File: src/dbg_trace_cfg.svh
`ifndef DBG_TRACE_CFG_SVH
`define DBG_TRACE_CFG_SVH

// ==========================================================================
// Register byte offsets
`define OFS_COMP_A        8'h00
`define OFS_COMP_B        8'h04
`define OFS_DEBUG_CTRL    8'h08
`define OFS_TRIG_CTRL     8'h0c
`define OFS_DEBUG_STATUS  8'h10
`define OFS_FIFO_HIGH     8'h14
`define OFS_FIFO_LOW      8'h18

// ==========================================================================
// Field positions of debug_control_reg
`define CTRL_DBG_EN       0
`define CTRL_ARM          1
`define CTRL_TAG          2
`define CTRL_BRK_EN       3
`define CTRL_RWA          4
`define CTRL_RW_QUALIFY_ENABLE_A        5
`define CTRL_RWB          6
`define CTRL_RWBEN        7

// ==========================================================================
// Field positions of trigger_control_reg and debug_status_reg
`define TRIG_MODE_LSB     0
`define TRIG_BEGIN        6
`define TRIG_TRGSEL       7
`define STAT_AF           0
`define STAT_BF           1
`define STAT_ARMED_FLAG         2
`define STAT_CNT_LSB      4

// ==========================================================================
// Reset values, depths and timing
`define RST_COMP          16'h0000
`define RST_CTRL          8'h00
`define RST_TRIG          8'h00
`define FIFO_DEPTH        8
`define COF_HOLDOFF       2'h2
`define RESP_OKAY         2'h0
`define RESP_SLVERR       2'h2

`endif

File: src/dbg_trace_pkg.sv
package dbg_trace_pkg;

  // ========================================================================
  // Trigger modes, run states and change-of-flow kinds
  typedef enum logic [3:0] {
    TRG_A_ONLY      = 4'h0,
    TRG_A_OR_B      = 4'h1,
    TRG_A_THEN_B    = 4'h2,
    TRG_EVENT_B     = 4'h3,
    TRG_A_THEN_EV_B = 4'h4,
    TRG_A_AND_B     = 4'h5,
    TRG_A_AND_NOT_B = 4'h6,
    TRG_INSIDE      = 4'h7,
    TRG_OUTSIDE     = 4'h8
  } trigger_mode_select_t;

  typedef enum logic [1:0] {
    RUN_IDLE    = 2'b00,
    RUN_WAIT    = 2'b01,
    RUN_CAPTURE = 2'b11
  } run_state_t;

  typedef enum logic [2:0] {
    COF_NONE         = 3'h0,
    COF_COND_TAKEN   = 3'h1,
    COF_BRANCH_ALWAYS = 3'h2,
    COF_BRANCH_NEVER = 3'h3,
    COF_INDIRECT     = 3'h4,
    COF_INT_RETURN   = 3'h5
  } cof_kind_t;

  // ========================================================================
  // CPU side carriers
  typedef struct packed {
    logic        valid;
    logic        rw;
    logic        opfetch;
    logic        bdc_access;
    logic [15:0] addr;
    logic [7:0]  rdata;
    logic [7:0]  wdata;
    logic        exec;
    logic [15:0] exec_addr;
  } cpu_bus_t;

  typedef struct packed {
    cof_kind_t   kind;
    logic [15:0] src_addr;
    logic [15:0] dst_addr;
  } cof_t;

endpackage

File: src/onchip_bus_trace_trigger.sv
// Our own choices: the register addresses and the AXI4-Lite slave port.
`timescale 1ns/1ps
`include "dbg_trace_cfg.svh"
module onchip_bus_trace_trigger
  import dbg_trace_pkg::*;
#(
  parameter int DEPTH = `FIFO_DEPTH
) (
  input  wire logic        CLK_SYS_I,
  input  wire logic        RST_B_I,
  input  wire cpu_bus_t    CPU_BUS_I,
  input  wire cof_t        CPU_COF_I,
  output logic             CPU_BRK_REQ_O,
  output logic             CPU_BRK_TAG_O,
  input  wire logic        S_AXI_AWVALID_I,
  output logic             S_AXI_AWREADY_O,
  input  wire logic [7:0]  S_AXI_AWADDR_I,
  input  wire logic        S_AXI_WVALID_I,
  output logic             S_AXI_WREADY_O,
  input  wire logic [31:0] S_AXI_WDATA_I,
  input  wire logic [3:0]  S_AXI_WSTRB_I,
  output logic             S_AXI_BVALID_O,
  input  wire logic        S_AXI_BREADY_I,
  output logic [1:0]       S_AXI_BRESP_O,
  input  wire logic        S_AXI_ARVALID_I,
  output logic             S_AXI_ARREADY_O,
  input  wire logic [7:0]  S_AXI_ARADDR_I,
  output logic             S_AXI_RVALID_O,
  input  wire logic        S_AXI_RREADY_I,
  output logic [31:0]      S_AXI_RDATA_O,
  output logic [1:0]       S_AXI_RRESP_O
);

  // ========================================================================
  // Registers and internal state
  logic [15:0]          comp_a_q;
  logic [15:0]          comp_b_q;
  logic [7:0]           debug_control_reg_q;
  logic [7:0]           trigger_control_reg_q;
  logic                 comp_a_match_flag_q;
  logic                 comp_b_match_flag_q;
  logic [3:0]           valid_word_count_q;
  run_state_t           run_q;
  logic                 a_seen_q;
  logic [1:0]           holdoff_q;
  logic                 pend_a_q;
  logic                 pend_b_q;
  logic [15:0]          pend_a_addr_q;
  logic [15:0]          pend_b_addr_q;
  logic [15:0]          last_fetch_q;
  logic [15:0]          fifo_q [DEPTH];
  logic [7:0]           awaddr_q;
  logic                 have_aw_q;
  logic [31:0]          wdata_q;
  logic [3:0]           wstrb_q;
  logic                 have_w_q;

  trigger_mode_select_t mode;
  logic                 dbg_en, tag, brk_en, rw_match_value_a, rw_qualify_enable_a, rwb, rwben, trgsel, begin_type;
  logic                 event_mode, full_mode, live;
  logic                 rw_ok_a, rw_ok_b, raw_a, raw_b, data_eq, qa, qb;
  logic                 in_range, trig, tag_trig;
  logic [7:0]           data_sel;
  logic                 cof_store_ok;
  logic [15:0]          cof_addr;
  logic                 store_en;
  logic [15:0]          store_val;
  logic                 wr_fire, rd_fire, rd_low, arm_write, stop_write, manual_halt;
  logic [7:0]           ctrl_new;

  assign mode       = trigger_mode_select_t'(trigger_control_reg_q[`TRIG_MODE_LSB +: 4]);
  assign dbg_en     = debug_control_reg_q[`CTRL_DBG_EN];
  assign tag        = debug_control_reg_q[`CTRL_TAG];
  assign brk_en     = debug_control_reg_q[`CTRL_BRK_EN];
  assign rw_match_value_a        = debug_control_reg_q[`CTRL_RWA];
  assign rw_qualify_enable_a      = debug_control_reg_q[`CTRL_RW_QUALIFY_ENABLE_A];
  assign rwb        = debug_control_reg_q[`CTRL_RWB];
  assign rwben      = debug_control_reg_q[`CTRL_RWBEN];
  assign trgsel     = trigger_control_reg_q[`TRIG_TRGSEL];
  assign event_mode = (mode == TRG_EVENT_B) || (mode == TRG_A_THEN_EV_B);
  assign full_mode  = (mode == TRG_A_AND_B) || (mode == TRG_A_AND_NOT_B);
  // Event-only runs ignore the begin bit and always behave as begin traces.
  assign begin_type = trigger_control_reg_q[`TRIG_BEGIN] || event_mode;

  // ========================================================================
  // Comparators
  // Accesses made on behalf of the background link never match.
  assign live     = CPU_BUS_I.valid && !CPU_BUS_I.bdc_access && dbg_en;
  assign rw_ok_a  = !rw_qualify_enable_a || (CPU_BUS_I.rw == rw_match_value_a);
  assign rw_ok_b  = !rwben || (CPU_BUS_I.rw == rwb);
  assign raw_a    = live && rw_ok_a && (CPU_BUS_I.addr == comp_a_q);
  assign raw_b    = live && rw_ok_b && (CPU_BUS_I.addr == comp_b_q);
  assign data_sel = (rw_qualify_enable_a && !rw_match_value_a) ? CPU_BUS_I.wdata : CPU_BUS_I.rdata;
  assign data_eq  = (data_sel == comp_b_q[7:0]);
  assign in_range = (CPU_BUS_I.addr >= comp_a_q) && (CPU_BUS_I.addr <= comp_b_q);

  // Each comparator has its own tracker, so two fetched tags can be in flight at once.
  always_ff @(posedge CLK_SYS_I or negedge RST_B_I) begin
    if (!RST_B_I) begin
      pend_a_q      <= 1'b0;
      pend_b_q      <= 1'b0;
      pend_a_addr_q <= `RST_COMP;
      pend_b_addr_q <= `RST_COMP;
    end else begin
      if (raw_a && CPU_BUS_I.opfetch) begin
        pend_a_q      <= 1'b1;
        pend_a_addr_q <= CPU_BUS_I.addr;
      end else if (CPU_BUS_I.exec && pend_a_q && CPU_BUS_I.exec_addr == pend_a_addr_q) begin
        pend_a_q <= 1'b0;
      end
      if (raw_b && CPU_BUS_I.opfetch) begin
        pend_b_q      <= 1'b1;
        pend_b_addr_q <= CPU_BUS_I.addr;
      end else if (CPU_BUS_I.exec && pend_b_q && CPU_BUS_I.exec_addr == pend_b_addr_q) begin
        pend_b_q <= 1'b0;
      end
    end
  end

  // With tracking on, a match counts only when the tagged opcode reaches execution.
  always_comb begin
    if (trgsel) begin
      qa = dbg_en && CPU_BUS_I.exec && pend_a_q && (CPU_BUS_I.exec_addr == pend_a_addr_q);
      qb = dbg_en && CPU_BUS_I.exec && pend_b_q && (CPU_BUS_I.exec_addr == pend_b_addr_q);
    end else begin
      qa = raw_a;
      qb = raw_b;
    end
  end

  // ========================================================================
  // Trigger decode
  always_comb begin
    tag_trig = qa;
    case (mode)
      TRG_A_ONLY:      trig = qa;
      TRG_A_OR_B:      trig = qa || qb;
      TRG_A_THEN_B:    trig = qb && a_seen_q;
      TRG_EVENT_B:     trig = qb;
      TRG_A_THEN_EV_B: trig = qb && a_seen_q;
      TRG_A_AND_B:     trig = qa && data_eq;
      TRG_A_AND_NOT_B: trig = qa && !data_eq;
      TRG_INSIDE:      trig = live && rw_ok_a && in_range;
      TRG_OUTSIDE:     trig = live && rw_ok_a && !in_range;
      default:         trig = 1'b0;
    endcase
    // A tag request in full modes ignores the data half and fires on the address.
    if (!full_mode) begin
      tag_trig = trig;
    end
  end

  // ========================================================================
  // Change-of-flow address selection
  always_comb begin
    cof_addr = CPU_COF_I.dst_addr;
    cof_store_ok = 1'b1;
    case (CPU_COF_I.kind)
      COF_COND_TAKEN:    cof_addr = CPU_COF_I.src_addr;
      COF_INDIRECT:      cof_addr = CPU_COF_I.dst_addr;
      COF_INT_RETURN:    cof_addr = CPU_COF_I.dst_addr;
      COF_BRANCH_ALWAYS: cof_store_ok = 1'b0;
      COF_BRANCH_NEVER:  cof_store_ok = 1'b0;
      default:           cof_store_ok = 1'b0;
    endcase
  end

  // ========================================================================
  // Run control and store decision
  always_comb begin
    store_en  = 1'b0;
    store_val = {8'h00, data_sel};
    if (run_q == RUN_CAPTURE) begin
      if (event_mode) begin
        store_en  = trig;
        store_val = {8'h00, CPU_BUS_I.rw ? CPU_BUS_I.rdata : CPU_BUS_I.wdata};
      end else if (begin_type) begin
        store_en  = cof_store_ok && (holdoff_q == 2'h0);
        store_val = cof_addr;
      end else begin
        // The triggering change-of-flow of an end trace is kept as its last entry.
        store_en  = cof_store_ok;
        store_val = cof_addr;
      end
    end else if (run_q == RUN_IDLE && rd_low) begin
      store_en  = 1'b1;
      store_val = last_fetch_q;
    end
  end

  assign ctrl_new    = S_AXI_WSTRB_I[0] ? S_AXI_WDATA_I[7:0] : debug_control_reg_q;
  assign wr_fire     = have_aw_q && have_w_q && !S_AXI_BVALID_O;
  assign rd_fire     = S_AXI_ARVALID_I && S_AXI_ARREADY_O;
  assign rd_low      = rd_fire && (S_AXI_ARADDR_I == `OFS_FIFO_LOW);
  assign arm_write   = wr_fire && (awaddr_q == `OFS_DEBUG_CTRL) && wstrb_q[0] &&
                       wdata_q[`CTRL_ARM] && wdata_q[`CTRL_DBG_EN];
  assign stop_write  = wr_fire && (awaddr_q == `OFS_DEBUG_CTRL) && wstrb_q[0] &&
                       (!wdata_q[`CTRL_ARM] || !wdata_q[`CTRL_DBG_EN]);
  assign manual_halt = stop_write && (run_q != RUN_IDLE) && (valid_word_count_q != 4'(DEPTH));

  always_ff @(posedge CLK_SYS_I or negedge RST_B_I) begin
    if (!RST_B_I) begin
      run_q     <= RUN_IDLE;
      a_seen_q  <= 1'b0;
      holdoff_q <= 2'h0;
    end else if (arm_write) begin
      run_q     <= (begin_type && !event_mode) ? RUN_WAIT : RUN_CAPTURE;
      a_seen_q  <= 1'b0;
      holdoff_q <= 2'h0;
    end else if (stop_write) begin
      run_q <= RUN_IDLE;
    end else begin
      if (qa && run_q != RUN_IDLE) begin
        a_seen_q <= 1'b1;
      end
      if (holdoff_q != 2'h0 && CPU_BUS_I.valid) begin
        holdoff_q <= holdoff_q - 2'h1;
      end
      case (run_q)
        RUN_WAIT: begin
          if (trig) begin
            run_q     <= RUN_CAPTURE;
            holdoff_q <= `COF_HOLDOFF;
          end
        end
        RUN_CAPTURE: begin
          if (!begin_type && trig) begin
            run_q <= RUN_IDLE;
          end else if (begin_type && store_en && valid_word_count_q == 4'(DEPTH - 1)) begin
            run_q <= RUN_IDLE;
          end
        end
        default: run_q <= RUN_IDLE;
      endcase
    end
  end

  // ========================================================================
  // Match flags, count and profiling source
  always_ff @(posedge CLK_SYS_I or negedge RST_B_I) begin
    if (!RST_B_I) begin
      comp_a_match_flag_q <= 1'b0;
      comp_b_match_flag_q <= 1'b0;
      valid_word_count_q  <= 4'h0;
    end else begin
      if (arm_write) begin
        comp_a_match_flag_q <= 1'b0;
        comp_b_match_flag_q <= 1'b0;
        valid_word_count_q  <= 4'h0;
      end
      // A match in the arming cycle still lands if the run was already active, so the set wins over the clear.
      if (qa && run_q != RUN_IDLE) begin
        comp_a_match_flag_q <= 1'b1;
      end
      if (qb && run_q != RUN_IDLE) begin
        comp_b_match_flag_q <= 1'b1;
      end
      if (store_en && run_q != RUN_IDLE && valid_word_count_q != 4'(DEPTH)) begin
        valid_word_count_q <= valid_word_count_q + 4'h1;
      end
    end
  end

  always_ff @(posedge CLK_SYS_I or negedge RST_B_I) begin
    if (!RST_B_I) begin
      last_fetch_q <= `RST_COMP;
    end else if (CPU_BUS_I.valid && CPU_BUS_I.opfetch && !CPU_BUS_I.bdc_access) begin
      last_fetch_q <= CPU_BUS_I.addr;
    end
  end

  // ========================================================================
  // Capture FIFO
  // Entries enter at the top and drain toward entry zero, which is the read port.
  // A read and a store in the same cycle shift once, so neither the read nor the store is lost.
  genvar gi;
  generate
    for (gi = 0; gi < DEPTH; gi++) begin : g_fifo
      always_ff @(posedge CLK_SYS_I or negedge RST_B_I) begin
        if (!RST_B_I) begin
          fifo_q[gi] <= 16'h0000;
        end else if (store_en || rd_low || manual_halt) begin
          if (gi == DEPTH - 1) begin
            fifo_q[gi] <= store_en ? store_val : 16'h0000;
          end else begin
            fifo_q[gi] <= fifo_q[(gi + 1) % DEPTH];
          end
        end
      end
    end
  endgenerate

  // ========================================================================
  // Breakpoint request to the CPU
  always_ff @(posedge CLK_SYS_I or negedge RST_B_I) begin
    if (!RST_B_I) begin
      CPU_BRK_REQ_O <= 1'b0;
      CPU_BRK_TAG_O <= 1'b0;
    end else begin
      CPU_BRK_REQ_O <= brk_en && (run_q != RUN_IDLE) && (tag ? tag_trig : trig);
      CPU_BRK_TAG_O <= tag;
    end
  end

  // ========================================================================
  // AXI4-Lite write channel
  always_ff @(posedge CLK_SYS_I or negedge RST_B_I) begin
    if (!RST_B_I) begin
      S_AXI_AWREADY_O <= 1'b1;
      S_AXI_WREADY_O  <= 1'b1;
      S_AXI_BVALID_O  <= 1'b0;
      S_AXI_BRESP_O   <= `RESP_OKAY;
      have_aw_q       <= 1'b0;
      have_w_q        <= 1'b0;
      awaddr_q        <= 8'h00;
      wdata_q         <= 32'h0000_0000;
      wstrb_q         <= 4'h0;
    end else begin
      if (S_AXI_AWVALID_I && S_AXI_AWREADY_O) begin
        awaddr_q        <= S_AXI_AWADDR_I;
        have_aw_q       <= 1'b1;
        S_AXI_AWREADY_O <= 1'b0;
      end
      if (S_AXI_WVALID_I && S_AXI_WREADY_O) begin
        wdata_q        <= S_AXI_WDATA_I;
        wstrb_q        <= S_AXI_WSTRB_I;
        have_w_q       <= 1'b1;
        S_AXI_WREADY_O <= 1'b0;
      end
      if (wr_fire) begin
        have_aw_q      <= 1'b0;
        have_w_q       <= 1'b0;
        S_AXI_BVALID_O <= 1'b1;
        case (awaddr_q)
          `OFS_COMP_A, `OFS_COMP_B, `OFS_DEBUG_CTRL, `OFS_TRIG_CTRL: S_AXI_BRESP_O <= `RESP_OKAY;
          default: S_AXI_BRESP_O <= `RESP_SLVERR;
        endcase
      end
      if (S_AXI_BVALID_O && S_AXI_BREADY_I) begin
        S_AXI_BVALID_O  <= 1'b0;
        S_AXI_AWREADY_O <= 1'b1;
        S_AXI_WREADY_O  <= 1'b1;
      end
    end
  end

  // Software-writable registers; these steer the comparators and run control.
  always_ff @(posedge CLK_SYS_I or negedge RST_B_I) begin
    if (!RST_B_I) begin
      comp_a_q              <= `RST_COMP;
      comp_b_q              <= `RST_COMP;
      debug_control_reg_q   <= `RST_CTRL;
      trigger_control_reg_q <= `RST_TRIG;
    end else if (wr_fire) begin
      case (awaddr_q)
        `OFS_COMP_A: begin
          if (wstrb_q[0]) comp_a_q[7:0]  <= wdata_q[7:0];
          if (wstrb_q[1]) comp_a_q[15:8] <= wdata_q[15:8];
        end
        `OFS_COMP_B: begin
          if (wstrb_q[0]) comp_b_q[7:0]  <= wdata_q[7:0];
          if (wstrb_q[1]) comp_b_q[15:8] <= wdata_q[15:8];
        end
        `OFS_DEBUG_CTRL: begin
          if (wstrb_q[0]) debug_control_reg_q <= wdata_q[7:0];
        end
        `OFS_TRIG_CTRL: begin
          if (wstrb_q[0]) trigger_control_reg_q <= wdata_q[7:0];
        end
        default: ;
      endcase
    end
  end

  // ========================================================================
  // AXI4-Lite read channel
  always_ff @(posedge CLK_SYS_I or negedge RST_B_I) begin
    if (!RST_B_I) begin
      S_AXI_ARREADY_O <= 1'b1;
      S_AXI_RVALID_O  <= 1'b0;
      S_AXI_RDATA_O   <= 32'h0000_0000;
      S_AXI_RRESP_O   <= `RESP_OKAY;
    end else begin
      if (rd_fire) begin
        S_AXI_ARREADY_O <= 1'b0;
        S_AXI_RVALID_O  <= 1'b1;
        S_AXI_RRESP_O   <= `RESP_OKAY;
        S_AXI_RDATA_O   <= 32'h0000_0000;
        case (S_AXI_ARADDR_I)
          `OFS_COMP_A:       S_AXI_RDATA_O[15:0] <= comp_a_q;
          `OFS_COMP_B:       S_AXI_RDATA_O[15:0] <= comp_b_q;
          `OFS_DEBUG_CTRL:   S_AXI_RDATA_O[7:0]  <= {debug_control_reg_q[7:2],
                                                     run_q != RUN_IDLE, debug_control_reg_q[0]};
          `OFS_TRIG_CTRL:    S_AXI_RDATA_O[7:0]  <= trigger_control_reg_q;
          `OFS_DEBUG_STATUS: S_AXI_RDATA_O[7:0]  <= {valid_word_count_q, 1'b0, run_q != RUN_IDLE,
                                                     comp_b_match_flag_q, comp_a_match_flag_q};
          `OFS_FIFO_HIGH:    S_AXI_RDATA_O[7:0]  <= fifo_q[0][15:8];
          `OFS_FIFO_LOW:     S_AXI_RDATA_O[7:0]  <= fifo_q[0][7:0];
          default:           S_AXI_RRESP_O       <= `RESP_SLVERR;
        endcase
      end
      if (S_AXI_RVALID_O && S_AXI_RREADY_I) begin
        S_AXI_RVALID_O  <= 1'b0;
        S_AXI_ARREADY_O <= 1'b1;
      end
    end
  end

endmodule
File: config.mk
export PLATFORM = sky130hd
export DESIGN_NAME = onchip_bus_trace_trigger
export DESIGN_NICKNAME = d
export VERILOG_FILES = /design/src/dbg_trace_pkg.sv /design/src/onchip_bus_trace_trigger.sv
export VERILOG_INCLUDE_DIRS = /design/src /design/src/src
export SDC_FILE = /design/constraint.sdc
export NUM_CORES = 1
export LEC_CHECK = 0
export CAP_MARGIN = 5
export CORE_ASPECT_RATIO = 1.75
export CORE_UTILIZATION = 55
export DETAILED_ROUTE_END_ITERATION = 10
export DONT_BUFFER_PORTS = 1
export GPL_TIMING_DRIVEN = 0
export PLACE_DENSITY = 0.7
export SKIP_LAST_GASP = 1
export SYNTH_ARGS = -nofsm -noshare
export SYNTH_HDL_FRONTEND = slang
export SYNTH_SLANG_ARGS = --single-unit
File: constraint.sdc
create_clock -name CLK_SYS_I -period 3.8 [get_ports CLK_SYS_I]
set_input_delay 1.14 -clock CLK_SYS_I [delete_from_list [all_inputs] [get_ports CLK_SYS_I]]
set_output_delay 1.14 -clock CLK_SYS_I [all_outputs]
set_load 0.1 [all_outputs]
* Word level (Yosys, flattened, before mapping)
Cells that the tools add are included.
Storage, ports and cells: bits in registers 292, input port bits 147
Cells by class: order comparisons 2, reduce and logical (&&, ||, !) cells 104, muxes and demuxes 59, equality and inequality tests 34, $add $sub $neg 2
Operator list (count):
- 16-bit two-way mux | 5
- 16-bit == test | 4
- 8-bit one-hot mux with 7 select lines | 1
- 1-bit logical AND | 54
- 1-bit two-way mux | 33
- 8-bit by 4-bit == test with 1-bit output (second input constant) | 4
- 2-bit two-way mux | 13
- 2-bit nonzero test | 13
- 8-bit by 5-bit == test with 1-bit output (second input constant) | 3
- 4-bit by 3-bit == test with 1-bit output (second input constant) | 5
- 3-bit AND reduction | 6
- 8-bit by 3-bit == test with 1-bit output (second input constant) | 2
- 16-bit greater-or-equal comparator | 1
- 16-bit less-or-equal comparator | 1
- 8-bit zero test | 2
- 8-bit two-way mux | 2
- 8-bit one-hot mux with 2 select lines | 1
- 1-bit zero test | 11
- 1-bit logical OR | 9
- 4-bit by 2-bit == test with 1-bit output (second input constant) | 2
- 8-bit == test | 1
- 4-bit two-way mux | 2
- 4-bit inequality test (second input constant) | 2
- 1-bit one-hot mux with 8 select lines | 1
- 19 further kinds | 23

* Depth between registers and ports, before layout
word-level depth 17, depth in mapped cells 12, gate-level depth less buffers 10

* Worst setup path before layout
Ideal clock, no wire load.
path type input port to flip-flop, start input port CPU_BUS_I[47] (netlist name), end register CPU_BRK_REQ_O, path buffers 0, setup time 122 ps, stages 9, data arrival time 3468 ps, setup slack 211 ps, cell sequence ha_1 > nand4_1 > nor4_1 > or4b_2 > nand3_1 > nor2_1 > o31ai_1 > o21ai_0 > o2111a_1
Between the ends: word-level cells in the longest chain between the ends 8, elaborated cells between the ends (all ways) 20
Ends and longest elaborated chain:
- from (decl) | line onchip_bus_trace_trigger.sv:11 | input wire cpu_bus_t CPU_BUS_I,
- 16-bit greater-or-equal comparator, or another cell as far along | line onchip_bus_trace_trigger.sv:95 | assign in_range = (CPU_BUS_I.addr >= comp_a_q) && (CPU_BUS_I.addr <= comp_b_q);
- 1-bit logical AND (on tied branches) | line onchip_bus_trace_trigger.sv:95, onchip_bus_trace_trigger.sv:91, onchip_bus_trace_trigger.sv:92
- 1-bit zero test or 1-bit two-way mux (tied branches) | line onchip_bus_trace_trigger.sv:144, onchip_bus_trace_trigger.sv:122
- 1-bit logical AND, or another cell as far along | line onchip_bus_trace_trigger.sv:144 | TRG_OUTSIDE: trig = live && rw_ok_a && !in_range;
- 1-bit one-hot mux with 8 select lines | line onchip_bus_trace_trigger.sv:135 | case (mode)
- 1-bit two-way mux | line onchip_bus_trace_trigger.sv:148 | if (!full_mode) begin
- 1-bit two-way mux (*) | line onchip_bus_trace_trigger.sv:300 | CPU_BRK_REQ_O <= brk_en && (run_q != RUN_IDLE) && (tag ? tag_trig : trig);
- 1-bit logical AND (*) | line onchip_bus_trace_trigger.sv:300
- to (signal assigned) | line onchip_bus_trace_trigger.sv:300
- to (decl) | line onchip_bus_trace_trigger.sv:13 | output logic CPU_BRK_REQ_O,
Mark *: on every way between the ends. The rest lies on a longest branch, timed or not. A chain may end at the register's enable or synchronous reset.

* Final worst setup path
start register debug_control_reg_q[4], end register fifo_q[9] (netlist name)
Between the ends: word-level cells in the longest chain between the ends 11, elaborated cells between the ends (all ways) 21
Ends and longest elaborated chain:
- from (decl) | line onchip_bus_trace_trigger.sv:38 | logic [7:0] debug_control_reg_q;
- from (signal assigned) | line onchip_bus_trace_trigger.sv:352 | debug_control_reg_q <= `RST_CTRL;
- from (signal assigned) | line onchip_bus_trace_trigger.sv:365 | if (wstrb_q[0]) debug_control_reg_q <= wdata_q[7:0];
- 1-bit zero test or 1-bit == test (tied branches) | line onchip_bus_trace_trigger.sv:93, onchip_bus_trace_trigger.sv:89
- 1-bit logical AND or 1-bit logical OR (tied branches) | line onchip_bus_trace_trigger.sv:93, onchip_bus_trace_trigger.sv:89
- 8-bit two-way mux or 1-bit logical AND (tied branches)
- 8-bit == test or 1-bit logical AND (tied branches) | line onchip_bus_trace_trigger.sv:94, onchip_bus_trace_trigger.sv:91
- 1-bit zero test or 1-bit two-way mux (tied branches) | line onchip_bus_trace_trigger.sv:142, onchip_bus_trace_trigger.sv:122
- 1-bit logical AND, or another cell as far along | line onchip_bus_trace_trigger.sv:142 | TRG_A_AND_NOT_B: trig = qa && !data_eq;
- 1-bit one-hot mux with 8 select lines (*) | line onchip_bus_trace_trigger.sv:135
- 1-bit two-way mux (*) | line onchip_bus_trace_trigger.sv:174 | if (event_mode) begin
- 1-bit two-way mux (*) | line onchip_bus_trace_trigger.sv:173 | if (run_q == RUN_CAPTURE) begin
- 1-bit logical OR (2 in a row) | line onchip_bus_trace_trigger.sv:282 | end else if (store_en || rd_low || manual_halt) begin
- to (signal, indexed assignment) | line onchip_bus_trace_trigger.sv:284 | fifo_q[gi] <= store_en ? store_val : 16'h0000;
- to (signal, indexed assignment) | line onchip_bus_trace_trigger.sv:286 | fifo_q[gi] <= fifo_q[(gi + 1) % DEPTH];
- to (decl) | line onchip_bus_trace_trigger.sv:51 | logic [15:0] fifo_q [DEPTH];
Marks and branches as above.

==> metrics <==
outcome finished, final reports clean; clock slew at reported path FFs 0.07 ns; wire per inst 23.3 µm; 1st-pass router iterations 5; Hold Crit Class in -> async; CTS tree done; Slew @ Worst Pin 1.28 ns; fin. max-slew vios 0; Final HPWL DP roughly 28 mm; n_diodes 0; Yosys cell types 73; most common cell after layout, fill and taps aside dfrtp_1; area grow syn2layout 9.17%; Die ar. around 0.027 mm²; Vias 9329; EDFF count, synth 0; GP Congestion 0.943; P_leak about 7.6 nW; post-route ant nets 0; maximum vdd drop 0.362 mV; DR iter-0 viols 564; WP data arrival 4.04 ns; # IOs 190; Req. time, crit path roughly 4.2 ns; Layout Skew 0.0142 ns; Synth Instances 1170; non-filler cells, final 1552; Setup Crit Path Kind reg -> reg; largest net degree at the start of global routing 290; final total power 7.29 mW; ranking of synthesized cells by area dfrtp_1, mux2_2, mux2_4; Avg Cell Area, Syn 12.3 µm²; Critical Path Sink Type flop; Place WS -0.684 ns; FF+latch count, synth 289; DR DRC count 0; pwr dens 466 mW/mm²; GRT Util Overall between 20% and 30%; Vias per Instance 6.01; aggregate routed wire length 36.2 mm; Synth Flop Type dfrtp_1; Num CTS Buffers 27; unrepaired setup endpoints after global routing no; vias in the first global route 9782; Max-slew headroom between 10% and 20%; share of the synthesized area in the top cell type 49.9%; total global routing overflow 0; FP Rows 77; Final period util a little over nine tenths; clk root buf clkbuf_16; Hold Fails Final Rpt 0; final worst-path setup slack 0.204 ns; mapped cell area 0.0143 mm²; CTS max path bufs 3; Hold Buf Count CTS 0; CP Launch Type flop; core area 0.0254 mm²; Starting Density between 50% and 60%; fmax ~280 MHz; antenna violations before repair 0; sequential fraction of the synthesis area 50.5%; layout cells sized above 1 24.5%; asr flop ratio synth 100%; Final nets 1398; most frequent cells in the layout dfrtp_1, mux2_2, nand2_1; IO Port Bufs 0; cell taking the most area after synthesis dfrtp_1; Max-cap violations 0; Final Critical Period 3.60 ns; clk_lat worst skew 0.56 ns; clock sinks roughly 290; setup tns final 0 ns; crit path max fanout 10; die extent in x approximately 120 µm; placed cells approximately 1500; CTS H-tree depth 1; Chip Height between 200 and 250 µm; first-pass GRT wire length between 50 and 60 mm; YS warnings 0; Final setup violation count 0
==> logic make-up (layout without fill, tap and decap cells) <==
family          after synthesis  count (layout)  synth area share (%)
fa+ha+maj                    35              35                  3.06
flops                       289             289                  50.5
mux                         244             244                  21.4
other cells                   1              18                0.0262
buf+inv                     112             161                  4.21
xor+xnor                     39              39                  2.38
compound gates              198             198                  9.76
simple gates                252             252                  8.73
==> critical path, stage by stage (launching register included) <==
cell and delay [ns]:
dfrtp_1 0.44, and2b_1 0.35, mux2i_1 0.40, o22ai_1 0.16, a211oi_1 0.49, a41oi_1 0.22, o32a_1 0.42, o211a_1 0.31
buf_6 0.18, buf_6 0.16, a221o_1 0.35
==> cell type report <==
| cell class | count | area (µm²) |
|---|---|---|
| buffer | 64 | 423 |
| clock buffer | 40 | 764 |
| clock inverter | 9 | 80.1 |
| fill | 2099 | 9790 |
| inverter | 48 | 180 |
| multi-input combinational | 786 | 6570 |
| sequential | 289 | 7240 |
| tap | 316 | 395 |
==> through the flow <==
step	hold WS, ns	instance area [µm²]	utilization (%)
2_1_floorplan	0.384	14400	-
3_3_place_gp	0.459	14800	58.2
3_5_place_dp	0.457	14800	58.2
4_1_cts	0.264	15600	61.5
5_1_grt	0.256	15600	61.5
6_report	0.267	15600	61.5
==> per-layer routing <==
layer | GRT usage [%] | vias up | share of wire, %
met1 | 30.6 | 4657 | 36
met2 | 48.8 | 275 | 52
met3 | 6.16 | 96 | 6.3
li1 | - | 4301 | -
met4 | 16.1 | 0 | 6.0
met5 | 0 | - | 0
==> repair_timing <==
item                                   4_1_cts  5_1_grt
setup endpoints to repair                    3        2
endpoints found under the hold margin        0        0
gates resized for setup                      1        1
buffers inserted                             0        0
==> power breakdown <==
part / internal [mW] / switching, mW / total, mW
Combinational: 0.400 / 0.433 / 0.833
Clock: 1.46 / 1.19 / 2.65
Sequential: 3.35 / 0.447 / 3.80
Total: 5.22 / 2.07 / 7.29
==> state kept, by name, summed over array words and instances (netlist names), 2 cells and up <==
signal                 flops
valid_word_count_q         4
comp_b_q                  16
run_q                      2
pend_a_addr_q             16
wstrb_q                    2
holdoff_q                  2
comp_a_q                  16
trigger_control_reg_q      8
pend_b_addr_q             16
fifo_q                   128
wdata_q                   16
debug_control_reg_q        7
awaddr_q                   8
S_AXI_RDATA_O             16
last_fetch_q              16
==> final timing paths <==
kind	from	to	slack [ns]	cells after the start
setup reg to reg	debug_control_reg_q[4]	fifo_q[9]	0.20	10
max in group asynchronous	RST_B_I	S_AXI_ARREADY_O	3.04	0
min in group CLK_SYS_I	debug_control_reg_q[2]	CPU_BRK_TAG_O	0.49	0
hold reg to reg	debug_control_reg_q[2]	CPU_BRK_TAG_O	0.49	0
hold / removal	RST_B_I	fifo_q[79]	0.27	0
setup / recovery	debug_control_reg_q[4]	fifo_q[9]	0.20	10
==> synth_stat cells (3+ instances only) <==
cell type,count
mux2i_1,19
a22oi_1,16
buf_6,15
nand2b_1,9
nand3b_1,6
and3_1,3
xnor2_1,16
nor2_1,30
buf_4,18
xor2_1,23
nor3_1,11
and2_1,10
a21o_1,3
o31ai_1,4
a22o_1,17
nand2_1,109
mux2_1,10
mux2_2,125
a2111oi_0,3
o22a_1,3
ha_1,35
mux2_4,90
nand3_1,18
nand4_1,14
dfrtp_1,286
a221o_1,7
nor4_1,12
nand4b_1,4
o21ai_0,49
a21oi_1,31
dfstp_2,3
o211a_1,3
clkbuf_1,28
a211oi_1,18
a31oi_1,4
nor2b_1,6
o2bb2ai_1,9
inv_1,48
a222oi_1,8
nor3b_1,4
Note: power is estimated with default switching activity, not from simulation.
